--- src/design/bmd_pkg.sv ---
// Package of constants and types for the branch and misc opcode decoder.
package bmd_pkg;

  // ****************************************************************
  // Opcodes
  // ****************************************************************
  localparam logic [7:0] OP_JUMP_ACC_NZ   = 8'h70;
  localparam logic [7:0] OP_CMP_A_DIR     = 8'hB5;
  localparam logic [7:0] OP_CMP_A_IMM     = 8'hB4;
  localparam logic [4:0] OP_CMP_REG_BASE  = 5'h17;  // B8-BF, bits 7:3.
  localparam logic [6:0] OP_CMP_IND_BASE  = 7'h5B;  // B6-B7, bits 7:1.
  localparam logic [4:0] OP_DEC_REG_BASE  = 5'h1B;  // D8-DF, bits 7:3.
  localparam logic [7:0] OP_DEC_DIR       = 8'hD5;
  localparam logic [7:0] OP_EXTENDED      = 8'hA5;
  localparam logic [4:0] OP_ABS_JUMP_LOW  = 5'h01;  // bits 4:0 of 01..E1.
  localparam logic [4:0] OP_ABS_CALL_LOW  = 5'h11;  // bits 4:0 of 11..F1.

  // ****************************************************************
  // Extended operation select values
  // ****************************************************************
  localparam logic [3:0] EXT_SEL_TRAP     = 4'h0;
  localparam logic [3:0] EXT_SEL_STORE    = 4'h1;

  // ****************************************************************
  // Lengths and cycle counts
  // ****************************************************************
  localparam logic [1:0] LEN_ONE          = 2'h1;
  localparam logic [1:0] LEN_TWO          = 2'h2;
  localparam logic [1:0] LEN_THREE        = 2'h3;
  localparam logic [1:0] CYC_ONE          = 2'h1;
  localparam logic [1:0] CYC_TWO          = 2'h2;

  // ****************************************************************
  // Types
  // ****************************************************************
  typedef enum logic [9:0] {
    BMD_NONE     = 10'h001,
    BMD_JNZ_ACC  = 10'h002,
    BMD_CMP_DIR  = 10'h004,
    BMD_CMP_IMM  = 10'h008,
    BMD_CMP_REG  = 10'h010,
    BMD_CMP_IND  = 10'h020,
    BMD_DEC_REG  = 10'h040,
    BMD_DEC_DIR  = 10'h080,
    BMD_TRAP     = 10'h100,
    BMD_STORE    = 10'h200
  } bmd_class_type;

  typedef struct packed {
    logic          valid;
    bmd_class_type op_class;
    logic [1:0]    length;
    logic [1:0]    cycles;
    logic [2:0]    reg_num;
    logic          abs_jump;
    logic          abs_call;
    logic [2:0]    abs_page;
    logic          port_hazard;
  } bmd_decode_type;

  typedef struct packed {
    logic [15:0] next_pc;
    logic [7:0]  displacement;
  } bmd_branch_type;

endpackage

--- src/design/bmd_decoder.sv ---
// Decoder for branch, compare-jump, decrement-jump and extended opcodes.
`timescale 1ns/1ps

module bmd_decoder
  import bmd_pkg::*;
(
  input  wire logic           clock,
  input  wire logic           arst_n,
  input  wire logic           opcode_valid,
  input  wire logic [7:0]     opcode,
  input  wire logic [15:0]    opcode_pc,
  input  wire logic [7:0]     displacement,
  input  wire logic [7:0]     extended_op_select,
  input  wire logic           operand_is_input_port,
  input  wire logic [15:0]    data_pointer,
  output logic                decode_valid,
  output bmd_decode_type      decode,
  output logic [15:0]         branch_target,
  output logic [15:0]         store_address,
  output logic [15:0]         data_pointer_next
);

  // ****************************************************************
  // Reset release
  // ****************************************************************
  logic       rst_meta_n;
  logic       rst_n;

  // Outputs leave reset at the second edge after arst_n is released.
  // The first opcode should therefore be offered at the third edge.
  always_ff @(posedge clock or negedge arst_n) begin
    if (!arst_n) begin
      rst_meta_n <= 1'b0;
      rst_n      <= 1'b0;
    end else begin
      rst_meta_n <= 1'b1;
      rst_n      <= rst_meta_n;
    end
  end

  // ****************************************************************
  // Opcode matches
  // ****************************************************************
  logic match_jnz_acc;
  logic match_cmp_dir;
  logic match_cmp_imm;
  logic match_cmp_reg;
  logic match_cmp_ind;
  logic match_dec_reg;
  logic match_dec_dir;
  logic match_extended;
  logic match_abs_jump;
  logic match_abs_call;
  logic match_hazard_op;

  assign match_jnz_acc   = (opcode == OP_JUMP_ACC_NZ);
  assign match_cmp_dir   = (opcode == OP_CMP_A_DIR);
  assign match_cmp_imm   = (opcode == OP_CMP_A_IMM);
  assign match_cmp_reg   = (opcode[7:3] == OP_CMP_REG_BASE);
  assign match_cmp_ind   = (opcode[7:1] == OP_CMP_IND_BASE);
  assign match_dec_reg   = (opcode[7:3] == OP_DEC_REG_BASE);
  assign match_dec_dir   = (opcode == OP_DEC_DIR);
  assign match_extended  = (opcode == OP_EXTENDED);
  assign match_abs_jump  = (opcode[4:0] == OP_ABS_JUMP_LOW);
  assign match_abs_call  = (opcode[4:0] == OP_ABS_CALL_LOW);
  // Only direct byte operands of this block can sit on an input pin.
  assign match_hazard_op = match_cmp_dir || match_dec_dir;

  // ****************************************************************
  // Combinational decode
  // ****************************************************************
  bmd_decode_type next_decode;
  bmd_branch_type branch_in;
  logic [15:0]    next_target;

  always_comb begin
    next_decode             = '0;
    next_decode.op_class    = BMD_NONE;
    next_decode.valid       = 1'b0;
    next_decode.reg_num     = opcode[2:0];
    next_decode.abs_page    = opcode[7:5];
    // Absolute forms are flagged on their low five bits alone.
    if (match_abs_jump) begin
      next_decode.abs_jump = 1'b1;
      next_decode.length   = LEN_TWO;
      next_decode.cycles   = CYC_TWO;
    end
    if (match_abs_call) begin
      next_decode.abs_call = 1'b1;
      next_decode.length   = LEN_TWO;
      next_decode.cycles   = CYC_TWO;
    end
    if (match_jnz_acc) begin
      next_decode.valid    = 1'b1;
      next_decode.op_class = BMD_JNZ_ACC;
      next_decode.length   = LEN_TWO;
      next_decode.cycles   = CYC_TWO;
    end else if (match_cmp_dir) begin
      next_decode.valid    = 1'b1;
      next_decode.op_class = BMD_CMP_DIR;
      next_decode.length   = LEN_THREE;
      next_decode.cycles   = CYC_TWO;
    end else if (match_cmp_imm) begin
      next_decode.valid    = 1'b1;
      next_decode.op_class = BMD_CMP_IMM;
      next_decode.length   = LEN_THREE;
      next_decode.cycles   = CYC_TWO;
    end else if (match_cmp_reg) begin
      next_decode.valid    = 1'b1;
      next_decode.op_class = BMD_CMP_REG;
      next_decode.length   = LEN_THREE;
      next_decode.cycles   = CYC_TWO;
    end else if (match_cmp_ind) begin
      next_decode.valid    = 1'b1;
      next_decode.op_class = BMD_CMP_IND;
      next_decode.reg_num  = {2'h0, opcode[0]};
      next_decode.length   = LEN_THREE;
      next_decode.cycles   = CYC_TWO;
    end else if (match_dec_reg) begin
      next_decode.valid    = 1'b1;
      next_decode.op_class = BMD_DEC_REG;
      next_decode.length   = LEN_THREE;
      next_decode.cycles   = CYC_TWO;
    end else if (match_dec_dir) begin
      next_decode.valid    = 1'b1;
      next_decode.op_class = BMD_DEC_DIR;
      next_decode.length   = LEN_THREE;
      next_decode.cycles   = CYC_TWO;
    end else if (match_extended) begin
      next_decode.length = LEN_ONE;
      // Select codes other than trap and store leave the opcode unknown.
      case (extended_op_select[7:4])
        EXT_SEL_TRAP: begin
          next_decode.valid    = 1'b1;
          next_decode.op_class = BMD_TRAP;
          next_decode.cycles   = CYC_ONE;
        end
        EXT_SEL_STORE: begin
          next_decode.valid    = 1'b1;
          next_decode.op_class = BMD_STORE;
          next_decode.cycles   = CYC_TWO;
        end
        default: begin
          next_decode.valid    = 1'b0;
          next_decode.op_class = BMD_NONE;
        end
      endcase
    end
    // Direct operands that are input pins may be sampled at a bad moment.
    next_decode.port_hazard = operand_is_input_port
                              && match_hazard_op;
  end

  // Relative target: signed displacement plus the following instruction.
  always_comb begin
    branch_in.next_pc      = opcode_pc + {14'h0000, next_decode.length};
    branch_in.displacement = displacement;
    next_target            = branch_in.next_pc
                             + {{8{branch_in.displacement[7]}},
                                branch_in.displacement};
  end

  // ****************************************************************
  // Registered outputs
  // ****************************************************************
  // A one-cycle strobe for each accepted opcode with a decode class; absolute jumps and calls alone do not raise it.
  always_ff @(posedge clock or negedge rst_n) begin
    if (!rst_n) begin
      decode_valid <= 1'b0;
    end else begin
      decode_valid <= opcode_valid && next_decode.valid;
    end
  end

  always_ff @(posedge clock or negedge rst_n) begin
    if (!rst_n) begin
      decode        <= '{op_class: BMD_NONE, default: '0};
      branch_target <= 16'h0000;
    end else if (opcode_valid) begin
      decode <= next_decode;
      // Absolute forms keep bits 15:11 of the following instruction's address.
      if (next_decode.abs_jump || next_decode.abs_call) begin
        branch_target <= {branch_in.next_pc[15:11], opcode[7:5],
                          displacement};
      end else begin
        branch_target <= next_target;
      end
    end
  end

  // The store writes at the current pointer and hands back the increment.
  always_ff @(posedge clock or negedge rst_n) begin
    if (!rst_n) begin
      store_address     <= 16'h0000;
      data_pointer_next <= 16'h0000;
    end else if (opcode_valid) begin
      store_address     <= data_pointer;
      if (next_decode.op_class == BMD_STORE) begin
        data_pointer_next <= data_pointer + 16'h0001;
      end else begin
        data_pointer_next <= data_pointer;
      end
    end
  end

endmodule // bmd_decoder

--- config.mk ---
export PLATFORM = sky130hd
export DESIGN_NAME = bmd_decoder
export DESIGN_NICKNAME = d
export VERILOG_FILES = /design/src/design/bmd_pkg.sv /design/src/design/bmd_decoder.sv
export SDC_FILE = /design/constraint.sdc
export NUM_CORES = 1
export LEC_CHECK = 0
export BUFFER_PORTS_ARGS = -buffer_cell sky130_fd_sc_hd__buf_2
export CORE_AREA = 2 2 108 110
export CTS_BUF_LIST = sky130_fd_sc_hd__clkbuf_16
export CTS_CLUSTER_SIZE = 14
export DETAILED_ROUTE_END_ITERATION = 16
export DIE_AREA = 0 0 110 112
export SKIP_CTS_REPAIR_TIMING = 1
export SLEW_MARGIN = 20
export SYNTH_ARGS = -nofsm -noshare
export SYNTH_HDL_FRONTEND = slang
export SYNTH_SLANG_ARGS = --single-unit
--- constraint.sdc ---
create_clock -name clock -period 3.15 [get_ports clock]
set_clock_uncertainty 0.15 [all_clocks]
set_input_delay 0.1575 -clock clock [delete_from_list [all_inputs] [get_ports clock]]
set_output_delay 0.1575 -clock clock [all_outputs]
set_load 0.03 [all_outputs]
==> impl_results.md <==
* Status: finished with violations
* Violated checks: hold timing, setup timing
* Number of flops mapped to enable cells by yosys at 0
* Register bit total from synthesis at 74
* Post-layout utilization of the core at 0.5807
* Clk network pwr share at 0.313
* Clk sink count at 74
* Sum of overflow across all layers after global routing at 0
* Int Power at 1.962 mW
* Slew @ Worst Pin at 0.9533 ns
* Share of the synthesized area in the top cell type at 0.4160
* Number of warnings printed during yosys synthesis at 0
* Highest attainable clock frequency at 299.5 MHz
* Placeable core area at 11,170 µm²
* Highest-delay cell along the critical path: sky130_fd_sc_hd__fa_2
* Count of port buffers added during placement at 128
* Met1 routing resource usage after global routing at 0.2629
* Final critical-path share of the clock period at 1.060
* Cell variety after synth at 58
* Die span in x at 110 µm
* Cell type with the highest aggregate area in the netlist: sky130_fd_sc_hd__dfrtp_1
* Busiest metal layer after global routing: met2
* Final Hold Viols at 3
* Combinational Power Share at 0.311
* # nets final at 754
* Final-report max-slew violation count at 0
* Wire length of the first global-routing pass at 19,580 µm
* Number of levels in the clock H-tree at 3
* Power per cell area at 457.4 nW/µm²
* Via-to-Cell Ratio at 5.128
* Buffers from clock root to sink, at most at 2
* Initial antenna violation count at 0
* Hold Slack at -0.01228 ns
* Mean instance size in the synthesized netlist at 9.568 µm²
* Vias after detailed routing at 4,205
* Nature of the critical path endpoint: register
* Peak per-stage delay on the critical path at 0.37 ns
* Met3 Use GR at 0.04508
* Clock period minus final worst setup slack at 3.339 ns
* Total die area at 12,320 µm²
* Root buf cell: sky130_fd_sc_hd__clkbuf_16
* Highest fanout seen on the critical path at 5
* Top flip-flop cell by instance count after synthesis: sky130_fd_sc_hd__dfrtp_1
* Part of the Yosys area used for sequential elements at 0.4219
* Diodes inserted at 0
* Vias in the first global route at 4,045
* Antenna Nets Post-Route at 0
* Setup Viol. Count Final at 9
* Global Route Usage Sum at 0.2017
* Cell area after layout at 6489 µm²
* Critical path start-end classification: input pin to register
* Placer's final routability congestion estimate at 0.8317
* Clk pin slew, worst setup/hold paths at 0.06 ns
* Net switching power at 1.006 mW
* Largest voltage drop on the vdd net at 351.2 µV
* Post-placement cell area at 5782 µm²
* Leakage power of the design at 3.067 nW
* TritonCTS clock tree: built
* IO Count at 133
* # Max-Cap Violations at 0
* Routed length per placed instance at 15.14 µm
* Hold Crit Class: input pin to register
* Worst path cell trace: buf_6 > buf_4 > and4bb_2 > nand2_2 > nand2_2 > ha_4 > inv_2 > fa_2 > nor3_4 > buf_4 > xor2_1 > ha_1 > o21ai_2 > nor2_2 > o31a_1 > buf_4 > nor3_2 > or3_1 > a31oi_1
* Initial Utilization at 0.3930
* Number of buffers created by CTS at 9
* Global-route met2 utilization at 0.3297
* Relative max-transition margin at 0.3645
* Post-synthesis async set-or-reset flop share at 1.000
* Post-detailed-placement half-perimeter wirelength at 9161 µm
* Synth Instances at 459
* Layout-stage area growth over the synthesis result at 47.75%
* Violation count after the first detailed-routing iteration at 148
* Switching portion of total power at 0.3389
* Site Rows at 39
* Final WS setup at -0.1892 ns
* CP dominant cell by count: sky130_fd_sc_hd__buf_4
* Clock latency of the later-clocked register in the worst-skew pair at 0.33 ns
* Register share of total power at 0.376
* RSZ-0062 raised after global routing: yes
* Number of optimization iterations in the first detailed-route pass at 4
* Post-Syn Nets at 541
* Critical Path Start Type: input pin
* Fraction of final layout cells sized beyond drive strength 1 at 0.4446
* Die height at 112 µm
* Largest net degree at the start of global routing at 73
* Aggregate routed wire length at 12,420 µm
* Cell Area, Synth at 4392 µm²
* Critical Path AT at 3.45 ns
* Cells taking the most area after synthesis: sky130_fd_sc_hd__dfrtp_1 42%, sky130_fd_sc_hd__mux2_2 6.2%, sky130_fd_sc_hd__ha_1 5.7%
* Required time of the worst setup path at 3.26 ns
* Post-route total power at 2.968 mW
* Residual DRC count at 0
==> per-layer routing <==
layer | wire, µm | part of all wire | up-vias
li1 | - | - | 2061
met1 | 5521 | 0.44 | 2034
met5 | 0 | 0 | -
met4 | 175 | 0.014 | 0
met3 | 665 | 0.054 | 12
met2 | 6055 | 0.49 | 98
==> cell usage after synthesis (13+ instances only) <==
cell / instances
sky130_fd_sc_hd__nand3_1: 14
sky130_fd_sc_hd__nor2_1: 51
sky130_fd_sc_hd__inv_1: 24
sky130_fd_sc_hd__mux2_2: 24
sky130_fd_sc_hd__xnor2_1: 21
sky130_fd_sc_hd__dfrtp_1: 73
sky130_fd_sc_hd__ha_1: 20
sky130_fd_sc_hd__o21ai_0: 18
sky130_fd_sc_hd__nand2_1: 35
sky130_fd_sc_hd__a21oi_1: 37
sky130_fd_sc_hd__clkbuf_1: 13
sky130_fd_sc_hd__xor2_1: 16
==> path summary, 6_finish.rpt <==
| path | from | endpoint | slack, ns | depth (start not counted) |
|---|---|---|---|---|
| worst max-delay path | opcode[6] | branch_target[15] | -0.19 | 19 |
| worst min-delay path | data_pointer[2] | store_address[2] | -0.01 | 2 |
| worst max register to register | rst_n | branch_target[14] | 1.90 | 0 |
| worst min register to register | rst_meta_n | rst_n | 0.21 | 0 |
| max in group asynchronous | rst_n | branch_target[14] | 1.90 | 0 |
| min in group asynchronous | rst_n | branch_target[6] | 0.33 | 0 |
==> critical path: cells and delay by family <==
kind,cells,cell delay [ns]
AND/OR/NAND/NOR,7,1.34
adder cells (fa/ha/maj),3,0.84
buffers and inverters,5,0.59
AO/OA/AOI/OAI,3,0.48
XOR/XNOR,1,0.05
==> state kept, by name, indices dropped and copies added (netlist names) <==
register,count
branch_target,16
data_pointer_next,16
decode,23
decode_valid,1
rst_meta_n,1
rst_n,1
store_address,16
==> power groups by stage <==
stage / logic, mW / clock network, mW / registers [mW]
after floorplan: 0.348 / 0 / 1.32
after global placement: 0.844 / 0 / 1.13
after detailed placement: 0.855 / 0 / 1.13
after CTS: 0.859 / 0.953 / 1.12
after global routing: 0.997 / 0.985 / 1.13
final: 0.924 / 0.928 / 1.12
==> cells by family (layout without fill, tap and decap cells) <==
family | Yosys count | after routing | share of synthesized area
adder cells (fa/ha/maj) | 22 | 22 | 0.06610
AO/OA/AOI/OAI | 103 | 103 | 0.1442
other | 1 | 1 | 0.0008539
AND/OR/NAND/NOR | 150 | 150 | 0.1755
flip-flops | 74 | 74 | 0.4219
XOR/XNOR | 37 | 37 | 0.07379
multiplexers | 27 | 27 | 0.06838
buffers and inverters | 45 | 263 | 0.04929
==> cell usage in the layout, fill, tap and decap left out, types with 5 or more instances in the layout <==
| cell | Yosys | final |
|---|---|---|
| sky130_fd_sc_hd__dlygate4sd3_1 | 0 | 19 |
| sky130_fd_sc_hd__o22ai_1 | 7 | 7 |
| sky130_fd_sc_hd__buf_4 | 1 | 75 |
| sky130_fd_sc_hd__clkbuf_16 | 0 | 9 |
| sky130_fd_sc_hd__nand2_1 | 35 | 30 |
| sky130_fd_sc_hd__xor2_1 | 16 | 15 |
| sky130_fd_sc_hd__o21ai_0 | 18 | 13 |
| sky130_fd_sc_hd__xnor2_1 | 21 | 16 |
| sky130_fd_sc_hd__dfrtp_1 | 73 | 72 |
| sky130_fd_sc_hd__nor2_1 | 51 | 48 |
| sky130_fd_sc_hd__and3_1 | 10 | 10 |
| sky130_fd_sc_hd__a31oi_1 | 10 | 9 |
| sky130_fd_sc_hd__nand3_1 | 14 | 10 |
| sky130_fd_sc_hd__ha_4 | 0 | 5 |
| sky130_fd_sc_hd__a21oi_1 | 37 | 31 |
| sky130_fd_sc_hd__mux2_2 | 24 | 24 |
| sky130_fd_sc_hd__ha_1 | 20 | 14 |
| sky130_fd_sc_hd__nand2_2 | 0 | 5 |
| sky130_fd_sc_hd__buf_2 | 1 | 123 |
| sky130_fd_sc_hd__a21o_1 | 7 | 7 |
| sky130_fd_sc_hd__buf_6 | 3 | 5 |
| sky130_fd_sc_hd__nand4_1 | 10 | 10 |
| sky130_fd_sc_hd__inv_1 | 24 | 24 |
==> area by class of cell <==
type	count	area, µm²
clock buffers	9	225.2
clock inverters	7	38.79
fillers	981	4686
inverters	24	90.09
multi-input cells	340	2666
flip-flops and latches	74	1857
well taps	143	178.9
repair buffers	223	1433
==> through the flow <==
| stage | setup WS, ns | std cells | setup TNS [ns] |
|---|---|---|---|
| 5_1_grt | -0.3757 | 820 | -2.609 |
| 3_5_place_dp | -0.5917 | 779 | -4.945 |
| 4_1_cts | -0.2515 | 795 | -1.298 |
| 3_3_place_gp | -0.5665 | 779 | -4.352 |
| 2_1_floorplan | -0.2320 | 459 | -0.8738 |
| 6_report | -0.1892 | 820 | -0.7419 |
No activity file was read; power rests on OpenSTA's default activity.
